File: config.mk
export PLATFORM = sky130hd
export DESIGN_NAME = adcc_top
export DESIGN_NICKNAME = d
export VERILOG_FILES = /design/src/hw/adcc_top.v
export VERILOG_INCLUDE_DIRS = /design/src /design/src/common
export SDC_FILE = /design/constraint.sdc
export NUM_CORES = 1
export LEC_CHECK = 0
export BUFFER_PORTS_ARGS = -buffer_cell sky130_fd_sc_hd__buf_4
export CELL_PAD_IN_SITES_DETAIL_PLACEMENT = 1
export CELL_PAD_IN_SITES_GLOBAL_PLACEMENT = 2
export CORE_ASPECT_RATIO = 1.2
export CORE_MARGIN = 4
export CORE_UTILIZATION = 38
export CTS_CLUSTER_SIZE = 28
export DETAILED_ROUTE_END_ITERATION = 6
export HOLD_SLACK_MARGIN = 0.1
export PLACE_DENSITY = 0.91
export RECOVER_POWER = 25
export SLEW_MARGIN = 20
export SYNTH_ARGS = -nofsm -noshare
export SYNTH_HDL_FRONTEND = slang
export SYNTH_SLANG_ARGS = --single-unit
File: constraint.sdc
create_clock -name core_clk -period 3.3 [get_ports core_clk]
set_input_delay 0.165 -clock core_clk [delete_from_list [all_inputs] [get_ports core_clk]]
set_output_delay 0.165 -clock core_clk [all_outputs]
set_load 0.005 [all_outputs]
File: src/common/adcc_map.vh
`ifndef ADCC_MAP_VH
`define ADCC_MAP_VH

// ----------------------------------------
// Register offsets
// ----------------------------------------
`define ADCC_OFS_RES_LO 4'h0
`define ADCC_OFS_RES_HI 4'h1
`define ADCC_OFS_LLIM_LO 4'h2
`define ADCC_OFS_LLIM_HI 4'h3
`define ADCC_OFS_HLIM_LO 4'h4
`define ADCC_OFS_HLIM_HI 4'h5
`define ADCC_OFS_CTRL 4'h6
`define ADCC_OFS_SRC_CLK 4'h7
`define ADCC_OFS_REF_GAIN 4'h8
`define ADCC_OFS_TRIG_CMP 4'h9
`define ADCC_OFS_DELAY 4'hA
`define ADCC_OFS_REF_EN 4'hB
`define ADCC_OFS_PIN_SEL 4'hC

// ----------------------------------------
// Control register fields
// ----------------------------------------
`define ADCC_CTRL_START 7
`define ADCC_CTRL_BUSY 6
`define ADCC_CTRL_ENABLE 5
`define ADCC_CTRL_FORMAT 4

// ----------------------------------------
// Trigger and compare register fields
// ----------------------------------------
`define ADCC_TRIG_SRC 7
`define ADCC_TRIG_DLY_EN 6
`define ADCC_TRIG_DUTY_SEL 5
`define ADCC_TRIG_CMP_HI 4
`define ADCC_TRIG_CMP_LO 3

// ----------------------------------------
// Writable bit masks and reset values
// ----------------------------------------
`define ADCC_SRC_CLK_MASK 8'hE7
`define ADCC_REF_GAIN_MASK 8'h9F
`define ADCC_TRIG_CMP_MASK 8'hFB
`define ADCC_REF_EN_MASK 8'h01
`define ADCC_RST_REG 8'h00
`define ADCC_RST_WORD 12'h000

// ----------------------------------------
// Source and compare codes
// ----------------------------------------
`define ADCC_SRC_EXTERNAL 3'h0
`define ADCC_CMP_INSIDE 2'h0
`define ADCC_CMP_BELOW 2'h1
`define ADCC_CMP_ABOVE 2'h2
`define ADCC_CMP_OUTSIDE 2'h3

`endif

File: src/hw/adcc_top.v
`timescale 1ns/1ns
`include "adcc_map.vh"

// Functional notes
// - Result byte placement follows format bit
// - Unused result bits read zero
// - Result pair read-only, latest conversion
// - Limit pairs use same format placement
// - Compare result against limits, raise event
// - Start on start bit high-low sequence
// - Busy set on start, cleared at end
// - Enable zero switches converter off
// - Disable leaves result and limits unchanged
// - One source routed by two select fields
// - Internal sources converted at 12 bits
// - Delayed path inserts programmed delay
// - Delay register used only on delay path
// - Analog pin drops its digital function
// - Analog pin drops its pull-up
// - Control bit enables bandgap reference
// - All registers eight bits wide
// - Control register resets to zero
// - Internal select codes, external disconnected
// - Clock select divides by 1 to 128
// - Compare condition codes select window test
// - Delay counts system clocks from flag rise
module adcc_top (
  input wire core_clk, // System clock, 125 MHz
  input wire reset, // Synchronous reset, active high
  input wire [3:0] reg_addr, // Register offset
  input wire [7:0] reg_wdata, // Write data
  input wire reg_wr, // Write strobe
  input wire reg_rd, // Read strobe
  output reg [7:0] reg_rdata, // Read data, cycle after strobe
  input wire pwm_period_flag, // PWM period match flag
  input wire [2:0] pwm_duty_flag, // PWM duty match flags
  input wire conv_done_in, // Converter core end of conversion
  input wire [11:0] conv_data_in, // Converter core result
  input wire [7:0] gpio_pullup_req, // Pull-up requests of pins
  output reg conv_power_en, // Converter core powered
  output reg conv_start, // One-cycle conversion start
  output reg conv_clk_en, // Conversion clock enable pulse
  output reg [2:0] internal_source_sel, // Internal source select
  output reg [3:0] external_channel_sel, // External channel select
  output reg ext_channel_connect, // External channel switch closed
  output reg [7:0] ref_gain_cfg, // Reference and gain settings
  output reg bandgap_en, // Bandgap reference enable
  output reg [7:0] pin_analog_mode, // Pin taken from digital use
  output reg [7:0] pin_pullup_en, // Pull-up connected
  output reg compare_event // One-cycle compare hit
);

  // ----------------------------------------
  // Format helpers
  // ----------------------------------------
  function [7:0] fmt_hi;
    input [11:0] v;
    input f;
    begin
      if (f) begin
        fmt_hi = {4'h0, v[11:8]};
      end else begin
        fmt_hi = v[11:4];
      end
    end
  endfunction

  function [7:0] fmt_lo;
    input [11:0] v;
    input f;
    begin
      if (f) begin
        fmt_lo = v[7:0];
      end else begin
        fmt_lo = {v[3:0], 4'h0};
      end
    end
  endfunction

  // Replace one byte of a 12-bit word as the format places it
  function [11:0] put_byte;
    input [11:0] v;
    input [7:0] b;
    input hi;
    input f;
    begin
      if (hi && f) begin
        put_byte = {b[3:0], v[7:0]};
      end else if (hi) begin
        put_byte = {b, v[3:0]};
      end else if (f) begin
        put_byte = {v[11:8], b};
      end else begin
        put_byte = {v[11:4], b[7:4]};
      end
    end
  endfunction

  // ----------------------------------------
  // Registers
  // ----------------------------------------
  reg [11:0] result_q;
  reg [11:0] low_limit_q;
  reg [11:0] high_limit_q;
  reg start_bit_q;
  reg busy_q;
  reg enable_q;
  reg format_q;
  reg [3:0] chan_q;
  reg [7:0] src_clk_q;
  reg [7:0] ref_gain_q;
  reg [7:0] trig_cmp_q;
  reg [7:0] delay_q;
  reg [7:0] ref_en_q;
  reg [7:0] pin_sel_q;

  wire wr_ctrl;
  wire start_seq;
  wire delay_fire;
  wire done_pulse;

  assign wr_ctrl = reg_wr && (reg_addr == `ADCC_OFS_CTRL);
  // High then low on the start bit
  assign start_seq = wr_ctrl && start_bit_q &&
    !reg_wdata[`ADCC_CTRL_START];

  always @(posedge core_clk) begin
    if (reset) begin
      start_bit_q <= 1'b0;
      enable_q <= 1'b0;
      format_q <= 1'b0;
      chan_q <= 4'h0;
      src_clk_q <= `ADCC_RST_REG;
      ref_gain_q <= `ADCC_RST_REG;
      trig_cmp_q <= `ADCC_RST_REG;
      delay_q <= `ADCC_RST_REG;
      ref_en_q <= `ADCC_RST_REG;
      pin_sel_q <= `ADCC_RST_REG;
      low_limit_q <= `ADCC_RST_WORD;
      high_limit_q <= `ADCC_RST_WORD;
    end else if (reg_wr) begin
      if (reg_addr == `ADCC_OFS_CTRL) begin
        start_bit_q <= reg_wdata[`ADCC_CTRL_START];
        enable_q <= reg_wdata[`ADCC_CTRL_ENABLE];
        format_q <= reg_wdata[`ADCC_CTRL_FORMAT];
        chan_q <= reg_wdata[3:0];
      end else if (reg_addr == `ADCC_OFS_LLIM_LO) begin
        low_limit_q <= put_byte(low_limit_q, reg_wdata, 1'b0,
          format_q);
      end else if (reg_addr == `ADCC_OFS_LLIM_HI) begin
        low_limit_q <= put_byte(low_limit_q, reg_wdata, 1'b1,
          format_q);
      end else if (reg_addr == `ADCC_OFS_HLIM_LO) begin
        high_limit_q <= put_byte(high_limit_q, reg_wdata, 1'b0,
          format_q);
      end else if (reg_addr == `ADCC_OFS_HLIM_HI) begin
        high_limit_q <= put_byte(high_limit_q, reg_wdata, 1'b1,
          format_q);
      end else if (reg_addr == `ADCC_OFS_SRC_CLK) begin
        src_clk_q <= reg_wdata & `ADCC_SRC_CLK_MASK;
      end else if (reg_addr == `ADCC_OFS_REF_GAIN) begin
        ref_gain_q <= reg_wdata & `ADCC_REF_GAIN_MASK;
      end else if (reg_addr == `ADCC_OFS_TRIG_CMP) begin
        trig_cmp_q <= reg_wdata & `ADCC_TRIG_CMP_MASK;
      end else if (reg_addr == `ADCC_OFS_DELAY) begin
        delay_q <= reg_wdata;
      end else if (reg_addr == `ADCC_OFS_REF_EN) begin
        ref_en_q <= reg_wdata & `ADCC_REF_EN_MASK;
      end else if (reg_addr == `ADCC_OFS_PIN_SEL) begin
        pin_sel_q <= reg_wdata;
      end
    end
  end

  // ----------------------------------------
  // End of conversion synchroniser
  // ----------------------------------------
  reg done_s1_q;
  reg done_s2_q;
  reg done_s3_q;

  always @(posedge core_clk) begin
    if (reset) begin
      done_s1_q <= 1'b0;
      done_s2_q <= 1'b0;
      done_s3_q <= 1'b0;
    end else begin
      done_s1_q <= conv_done_in;
      done_s2_q <= done_s1_q;
      done_s3_q <= done_s2_q;
    end
  end

  // Data from the core is held stable while done is high
  assign done_pulse = done_s2_q && !done_s3_q && busy_q;

  // ----------------------------------------
  // Delayed PWM trigger
  // ----------------------------------------
  reg pwm_sel_q;
  reg [7:0] dly_cnt_q;
  reg dly_run_q;
  wire pwm_sel_d;
  wire dly_path;

  assign pwm_sel_d = trig_cmp_q[`ADCC_TRIG_DUTY_SEL] ?
    pwm_duty_flag[(trig_cmp_q[1:0] == 2'h3) ? 2'h2 : trig_cmp_q[1:0]] :
    pwm_period_flag;
  assign dly_path = trig_cmp_q[`ADCC_TRIG_SRC] &&
    trig_cmp_q[`ADCC_TRIG_DLY_EN];
  assign delay_fire = dly_run_q && (dly_cnt_q >= delay_q);

  always @(posedge core_clk) begin
    if (reset) begin
      pwm_sel_q <= 1'b0;
      dly_cnt_q <= 8'h00;
      dly_run_q <= 1'b0;
    end else begin
      pwm_sel_q <= pwm_sel_d;
      if (!dly_path || !enable_q) begin
        dly_run_q <= 1'b0;
        dly_cnt_q <= 8'h00;
      end else if (pwm_sel_d && !pwm_sel_q && !dly_run_q) begin
        // Counting starts on the flag rise
        dly_run_q <= 1'b1;
        dly_cnt_q <= 8'h01;
      end else if (delay_fire) begin
        dly_run_q <= 1'b0;
        dly_cnt_q <= 8'h00;
      end else if (dly_run_q) begin
        dly_cnt_q <= dly_cnt_q + 8'h01;
      end
    end
  end

  // ----------------------------------------
  // Conversion sequencing
  // ----------------------------------------
  wire go;
  assign go = enable_q && !busy_q &&
    (trig_cmp_q[`ADCC_TRIG_SRC] ? delay_fire : start_seq);

  always @(posedge core_clk) begin
    if (reset) begin
      busy_q <= 1'b0;
      result_q <= `ADCC_RST_WORD;
      conv_start <= 1'b0;
    end else begin
      conv_start <= go;
      if (!enable_q) begin
        // Power-down abandons a conversion, keeps the result
        busy_q <= 1'b0;
      end else if (go) begin
        busy_q <= 1'b1;
      end else if (done_pulse) begin
        busy_q <= 1'b0;
        result_q <= conv_data_in;
      end
    end
  end

  // ----------------------------------------
  // Boundary compare
  // ----------------------------------------
  wire le_low;
  wire ge_high;
  reg cmp_hit;

  assign le_low = conv_data_in <= low_limit_q;
  assign ge_high = conv_data_in >= high_limit_q;

  always @* begin
    case ({trig_cmp_q[`ADCC_TRIG_CMP_HI], trig_cmp_q[`ADCC_TRIG_CMP_LO]})
      `ADCC_CMP_INSIDE: cmp_hit = !le_low && !ge_high;
      `ADCC_CMP_BELOW: cmp_hit = le_low;
      `ADCC_CMP_ABOVE: cmp_hit = ge_high;
      default: cmp_hit = le_low || ge_high;
    endcase
  end

  always @(posedge core_clk) begin
    if (reset) begin
      compare_event <= 1'b0;
    end else begin
      compare_event <= done_pulse && enable_q && cmp_hit;
    end
  end

  // ----------------------------------------
  // Conversion clock divider
  // ----------------------------------------
  reg [6:0] div_cnt_q;
  wire [6:0] div_mask;

  assign div_mask = (7'h7F >> (3'h7 - src_clk_q[2:0]));

  always @(posedge core_clk) begin
    if (reset) begin
      div_cnt_q <= 7'h00;
      conv_clk_en <= 1'b0;
    end else if (!enable_q) begin
      div_cnt_q <= 7'h00;
      conv_clk_en <= 1'b0;
    end else begin
      div_cnt_q <= div_cnt_q + 7'h01;
      conv_clk_en <= ((div_cnt_q & div_mask) == 7'h00);
    end
  end

  // ----------------------------------------
  // Analog routing and pin control
  // ----------------------------------------
  always @(posedge core_clk) begin
    if (reset) begin
      conv_power_en <= 1'b0;
      internal_source_sel <= 3'h0;
      external_channel_sel <= 4'h0;
      ext_channel_connect <= 1'b0;
      ref_gain_cfg <= 8'h00;
      bandgap_en <= 1'b0;
      pin_analog_mode <= 8'h00;
      pin_pullup_en <= 8'h00;
    end else begin
      conv_power_en <= enable_q;
      internal_source_sel <= src_clk_q[7:5];
      external_channel_sel <= chan_q;
      ext_channel_connect <= enable_q &&
        (src_clk_q[7:5] == `ADCC_SRC_EXTERNAL);
      ref_gain_cfg <= ref_gain_q;
      bandgap_en <= ref_en_q[0];
      pin_analog_mode <= pin_sel_q;
      pin_pullup_en <= gpio_pullup_req & ~pin_sel_q;
    end
  end

  // ----------------------------------------
  // Read port
  // ----------------------------------------
  reg [7:0] rd_d;

  always @* begin
    if (reg_addr == `ADCC_OFS_RES_LO) begin
      rd_d = fmt_lo(result_q, format_q);
    end else if (reg_addr == `ADCC_OFS_RES_HI) begin
      rd_d = fmt_hi(result_q, format_q);
    end else if (reg_addr == `ADCC_OFS_LLIM_LO) begin
      rd_d = fmt_lo(low_limit_q, format_q);
    end else if (reg_addr == `ADCC_OFS_LLIM_HI) begin
      rd_d = fmt_hi(low_limit_q, format_q);
    end else if (reg_addr == `ADCC_OFS_HLIM_LO) begin
      rd_d = fmt_lo(high_limit_q, format_q);
    end else if (reg_addr == `ADCC_OFS_HLIM_HI) begin
      rd_d = fmt_hi(high_limit_q, format_q);
    end else if (reg_addr == `ADCC_OFS_CTRL) begin
      rd_d = {start_bit_q, busy_q, enable_q, format_q, chan_q};
    end else if (reg_addr == `ADCC_OFS_SRC_CLK) begin
      rd_d = src_clk_q;
    end else if (reg_addr == `ADCC_OFS_REF_GAIN) begin
      rd_d = ref_gain_q;
    end else if (reg_addr == `ADCC_OFS_TRIG_CMP) begin
      rd_d = trig_cmp_q;
    end else if (reg_addr == `ADCC_OFS_DELAY) begin
      rd_d = delay_q;
    end else if (reg_addr == `ADCC_OFS_REF_EN) begin
      rd_d = ref_en_q;
    end else if (reg_addr == `ADCC_OFS_PIN_SEL) begin
      rd_d = pin_sel_q;
    end else begin
      rd_d = 8'h00;
    end
  end

  // Data stands only in the cycle after the strobe
  always @(posedge core_clk) begin
    if (reset) begin
      reg_rdata <= 8'h00;
    end else if (reg_rd) begin
      reg_rdata <= rd_d;
    end else begin
      reg_rdata <= 8'h00;
    end
  end

endmodule

# Word level (Yosys, flattened, before mapping)
# Index checks and enable logic that the tools add are counted.
# Widths: inputs -> output; s select.
word_totals:
  mem_bits_rw: 0
  in_bits: 41
  ff_bits: 143
  romBits: 0
  memories: 0
  out_inout_bits: 45
  latchBits: 0
  elab_cells: 172
op_classes:
  eq_ne: 19
  bitwise_logic: 16
  shift: 1
  reduce_logical: 53
  n_mux: 38
  n_div: 0
  mul: 0
  addsub: 3
  order_cmp: 4
ops:
  columns: ["op", "count"]
  rows:
  - ["$mux 8", 20]
  - ["$mux 12", 5]
  - ["$eq 4x4->1 const B", 5]
  - ["$eq 4x3->1 const B", 4]
  - ["$logic_and 1x1->1", 15]
  - ["$reduce_and 7->1", 2]
  - ["$not 1->1", 13]
  - ["$ge 12x12->1", 1]
  - ["$le 12x12->1", 1]
  - ["$reduce_and 12->1", 1]
  - ["$reduce_and 11->1", 1]
  - ["$mux 1", 10]
  - ["$reduce_and 10->1", 1]
  - ["$reduce_and 5->1", 2]
  - ["$logic_not 1->1", 9]
  - ["$reduce_and 9->1", 1]
  - ["$add 8x1->8 const B", 1]
  - ["$and 8x8->8", 1]
  - ["$eq 4x2->1 const B", 2]
  - ["$ge 8x8->1", 1]
  - ["$not 8->8", 1]
  - ["$reduce_and 8->1", 1]
  - ["$reduce_bool 2->1", 4]
  - ["$add 7x1->7 const B", 1]
  - ["24 further kinds", 31]

# Logic depth before layout (Yosys ltp)
depth:
  word_depth: 14
  depth_mapped: 8
  depth_no_buf: 8

# Worst setup path after synthesis
# No wires, ideal clock.
synth_timing:
  path_kind: "reg2reg"
  start: "register high_limit_q[5]"
  end: "register compare_event"
  t_required_ps: 3184
  setup_slack_ps: 1188
  path_stages_with_launch: 9
  path_buffers: 0
  synth_period_minus_slack_ps: 2112
  setup_time_ps: 116
  t_arrival_ps: 1996
  cell_sequence: "dfxtp_1 inv_1 ha_1 a21o_1 a2111oi_2 o21ai_1 a221o_1 a22o_1 o211a_1"
synth_via:
  elab_chain_len: 5
  elab_cells_between_ends: 6
  cone_classes: "1 x order compare; 1 x mux; 4 x reduce/logical"
synth_lines:
  columns: ["element", "line", "text"]
  rows:
  - ["start, declared", "adcc_top.v:104", "reg [11:0] high_limit_q;"]
  - ["start signal, assigned", "adcc_top.v:140", "high_limit_q <= `ADCC_RST_WORD;"]
  - ["start signal, assigned", "adcc_top.v:154", "high_limit_q <= put_byte(high_limit_q, reg_wdata, 1'b0,"]
  - ["start signal, assigned", "adcc_top.v:157", "high_limit_q <= put_byte(high_limit_q, reg_wdata, 1'b1,"]
  - ["$ge 12x12->1 *", "adcc_top.v:270", "assign ge_high = conv_data_in >= high_limit_q;"]
  - ["$logic_not 1->1", "adcc_top.v:274", "`ADCC_CMP_INSIDE: cmp_hit = !le_low && !ge_high;"]
  - ["$logic_and 1x1->1", "adcc_top.v:274", null]
  - ["$pmux 1 s3 *", "adcc_top.v:273", "case ({trig_cmp_q[`ADCC_TRIG_CMP_HI], trig_cmp_q[`ADCC_TRIG_CMP_LO]})"]
  - ["$logic_and 1x1->1 *", "adcc_top.v:285", "compare_event <= done_pulse && enable_q && cmp_hit;"]
  - ["end signal, assigned", "adcc_top.v:285", null]
  - ["end, declared", "adcc_top.v:50", "output reg compare_event"]
# Mark *: on every way between the ends. The rest lies on a longest branch, timed or not.
# A chain may end at the register's enable or synchronous reset.

# Worst setup path in the final report
layout_timing:
  start: "input port conv_data_in[5]"
  end: "register compare_event"
layout_via:
  elab_chain_len: 5
  elab_cells_between_ends: 8
  cone_classes: "2 x order compare; 1 x mux; 5 x reduce/logical"
layout_lines:
  columns: ["element", "line", "text"]
  rows:
  - ["start, declared", "adcc_top.v:38", "input wire [11:0] conv_data_in,"]
  - ["$le 12x12->1 or $ge 12x12->1 (tied branches)", "adcc_top.v:269, adcc_top.v:270", null]
  - ["$logic_not 1->1", "adcc_top.v:274", null]
  - ["$logic_and 1x1->1", "adcc_top.v:274", null]
  - ["$pmux 1 s3 *", "adcc_top.v:273", null]
  - ["$logic_and 1x1->1 *", "adcc_top.v:285", null]
# Marks and branches as above.

==> impl_metrics.py <==
metrics = {
    "sta": {
        "rsz0062_at_grt": "no",
        "hold_violations": 0,
        "setup_viol_count_final": 0,
        "slew_viol_final": 0,
        "max_freq_ghz": 0.440,
        "holdWs_ns": 0.132,
        "worst_slew_pin_slew_ns": 0.912,
        "fin_skew_ns": 0.00767,
        "max_slew_margin_pct": 39.0,
        "timing.final.crit_share_pct": 68.8,
        "min_period_ns": 2.27,
        "setup_tns_ns": 0,
    },
    "clock_tree": {
        "clk_path_buf_depth": 2,
        "root_buffer": "clkbuf_16",
        "cts_buffers": 17,
        "htreeDepth": 4,
        "postCtsSetupBuffers": 0,
        "cts_tree": "built",
        "path_clk_slew_ns": 0.06,
        "ctsResizeCount": 0,
        "clkSinkCount": 143,
        "clk_latency_ns": 0.43,
    },
    "die": {
        "io_pins": 86,
        "coreArea_um2": 18300,
        "die_area_um2": 21000,
        "dieHeight_um": 158,
        "num_rows": 54,
        "die_w_um": 133,
        "initial_core_util_pct": 38.8,
    },
    "route": {
        "wl_met3_um": 1070,
        "drt-total-wl_um": 24200,
        "viasPerCell": 5.50,
        "via_count": 6505,
        "firstDrtPassIters": 7,
        "wl_met2_um": 12200,
        "top_layer_used": "met4",
        "wl_per_cell_um": 20.5,
        "drt_iter0_drc": 495,
        "drcViolationCount": 0,
        "wl_met1_um": 10100,
        "drtAntennaViolNets": 0,
    },
    "setup_path": {
        "crit-reg2reg-launch": "format_q",
        "worst_setup_path_end_kind": "register",
        "crit_required_ns": 3.62,
        "critical_path_class": "in2reg",
        "endpoint": "compare_event",
        "crit_path_start_kind": "input port",
        "r2r_slack_ns": 1.04,
        "worstReg2RegEnd": "reg_rdata[1]",
        "worstRegToRegCells": 5,
        "cp_max_fo": 3,
        "cp.arrival_ns": 2.59,
        "cp-startpoint": "conv_data_in[5]",
    },
    "layout": {
        "area_growth_syn_to_layout_pct": 22.5,
        "final_nets": 992,
        "drive_gt1_share_pct": 14.3,
        "fin_util_pct": 47.5,
        "antennaDiodeCount": 0,
        "stdcell_count": 1182,
    },
    "synth": {
        "syn_inst": 835,
        "synthMuxAreaShare_pct": 5.53,
        "synth_top_area_share_pct": 40.3,
        "ys_top_cells_by_area": "dfxtp_1 40%, ha_1 6.0%, a21oi_1 5.6%",
        "syn_area_um2": 7100,
        "synth.distinct_cells": 68,
        "synth_edf_count": 0,
        "synthXorXnorAreaFrac_pct": 1.48,
        "ys_warn_count": 0,
        "synth_top_family_by_area": "compound AO/OA/AOI/OAI gates",
        "ys.flop_type": "dfxtp_1",
        "synth-compound-area-share_pct": 21.5,
        "ys_ff_latch": 143,
        "ys_async_sr_fraction_pct": 0,
        "syn_area_per_cell_um2": 8.51,
        "yosysSeqAreaShare_pct": 40.3,
        "yosysTopAreaCell": "dfxtp_1",
        "synth-adder-area-share_pct": 5.99,
        "yosys.area_share.simple_pct": 19.5,
    },
    "grt": {
        "antenna_found_initial": 0,
        "grt_max_degree": 69,
        "grtUsageTotal_pct": 23.5,
        "grt_pass1_wl_um": 38200,
        "grt-ovfl-total": 0,
        "grt_pass1_vias": 6801,
    },
    "power_and_ir_drop": {
        "share_comb_of_total_power_pct": 8.9,
        "pwr-share-clk_pct": 48.1,
        "p_int_mw": 3.11,
        "leakage_nw": 3.15,
        "p_sw_share_pct": 24.5,
        "peakVddDrop_mv": 0.399,
        "cellPowerDensity_nw_per_um2": 473,
        "seq_power_share_pct": 43.0,
        "power.switching_mw": 1.01,
    },
    "min_path": {
        "hold_class": "in2reg",
    },
    "outcome": {
        "status": "completed",
    },
    "placed_design": {
        "gp_congestion": 0.896,
        "dp.cells": 1120,
        "io_buffers": 83,
        "dp_hpwl_um": 17500,
    },
    "run": {
        "maxCapViolations": 0,
    },
}
power by group through the flow:
| stage | logic, mW | registers (mW) | clock network, mW |
|---|---|---|---|
| 6_report | 0.365 | 1.77 | 1.98 |
| 4_1_cts | 0.365 | 1.77 | 2.01 |
| 3_5_place_dp | 0.334 | 1.81 | 0 |
| 2_1_floorplan | 0.207 | 1.80 | 0 |
| 5_1_grt | 0.399 | 1.77 | 2.08 |
| 3_3_place_gp | 0.327 | 1.81 | 0 |
synth_stat cells (8+ instances only):
library cell / instances
ha_1: 34
nor3b_1: 10
o21ai_0: 46
a21o_1: 9
clkbuf_1: 22
nand2b_1: 8
buf_4: 8
a211oi_1: 32
dfxtp_1: 143
xor2_1: 9
a21oi_1: 80
and3_1: 9
nor2_1: 67
buf_2: 16
mux2i_1: 28
nor2b_1: 34
a22oi_1: 14
inv_1: 40
nor3_1: 12
nand3_1: 18
o22ai_1: 8
nand2_1: 95
critical path, stage by stage:
cell	delay, ns
dlygate4sd3_1	0.53
buf_4	0.16
ha_1	0.31
a21o_1	0.20
a2111oi_2	0.34
o21ai_1	0.12
a221o_1	0.34
a22o_1	0.23
o211a_1	0.20
cells in the final DEF (no fill, tap or decap), drive strengths merged, types with 8 or more instances in the layout:
cell and count:
a21o 9, nand3 18, nand2 96, a21oi 80
nand2b 9, o22ai 8, ha 34, mux2i 28
clkbuf 56, a22oi 14, dfxtp 143, buf 49
and3 9, a211oi 33, nor2 69, o21ai 50
inv 42, dlygate4sd3 30, nor3b 11, nor2b 34
xor2 9, nor3 16
logic make-up (layout without fill, tap and decap cells):
family	count (synthesis)	in the layout
AO/OA/AOI/OAI	238	238
XOR/XNOR	12	12
adder cells (fa/ha/maj)	34	34
buffers and inverters	93	187
flip-flops	143	143
multiplexers	35	35
other	1	2
AND/OR/NAND/NOR	279	279
worst min path at each step:
stage / startpoint / to / cells after the start / slack (ns)
2_1_floorplan: conv_done_in / done_s1_q / 1 / 0.29
3_3_place_gp: conv_done_in / done_s1_q / 2 / 0.40
3_5_place_dp: conv_done_in / done_s1_q / 2 / 0.41
4_1_cts: reg_wr / pin_sel_q[0] / 3 / 0.12
5_1_grt: reg_wr / pin_sel_q[2] / 3 / 0.13
6_report: reg_wr / pin_sel_q[0] / 3 / 0.13
stage by stage:
step / worst slack [ns] / total power [mW] / cell area, um^2
3_5_place_dp: 0.884 / 2.14 / 7810
3_3_place_gp: 0.901 / 2.14 / 7810
4_1_cts: 1.04 / 4.15 / 8710
2_1_floorplan: 1.19 / 2.01 / 7110
5_1_grt: 0.842 / 4.26 / 8700
6_report: 1.03 / 4.12 / 8700
layout make-up:
cell class,instances,area [um^2]
sequential,143,2860
clock buffer,20,447
fill,2173,9610
multi-input combinational,600,3840
tap,252,315
inverter,40,150
timing repair buffer,115,927
clock inverter,12,159
layer usage:
metal	GRT usage, %	up-vias
met3	4.48	57
met5	0	-
met2	41.1	183
li1	-	3133
met1	27.8	3132
met4	11.3	0
sequential cells by signal (all words and copies together) (netlist names), 3 cells and up:
| register | flops |
|---|---|
| low_limit_q | 12 |
| dly_cnt_q | 8 |
| external_channel_sel | 4 |
| internal_source_sel | 3 |
| pin_sel_q | 8 |
| pin_analog_mode | 8 |
| result_q | 12 |
| chan_q | 4 |
| high_limit_q | 12 |
| ref_gain_q | 6 |
| delay_q | 8 |
| src_clk_q | 6 |
| reg_rdata | 8 |
| div_cnt_q | 7 |
| pin_pullup_en | 8 |
| ref_gain_cfg | 6 |
| trig_cmp_q | 7 |
what timing repair did:
| action | 4_1_cts | 5_1_grt |
|---|---|---|
| hold endpoints to repair | 57 | 0 |
| hold buffers | 30 | 0 |
| endpoints found under the setup margin | 0 | 0 |
Power figures use the tool's default switching activity.
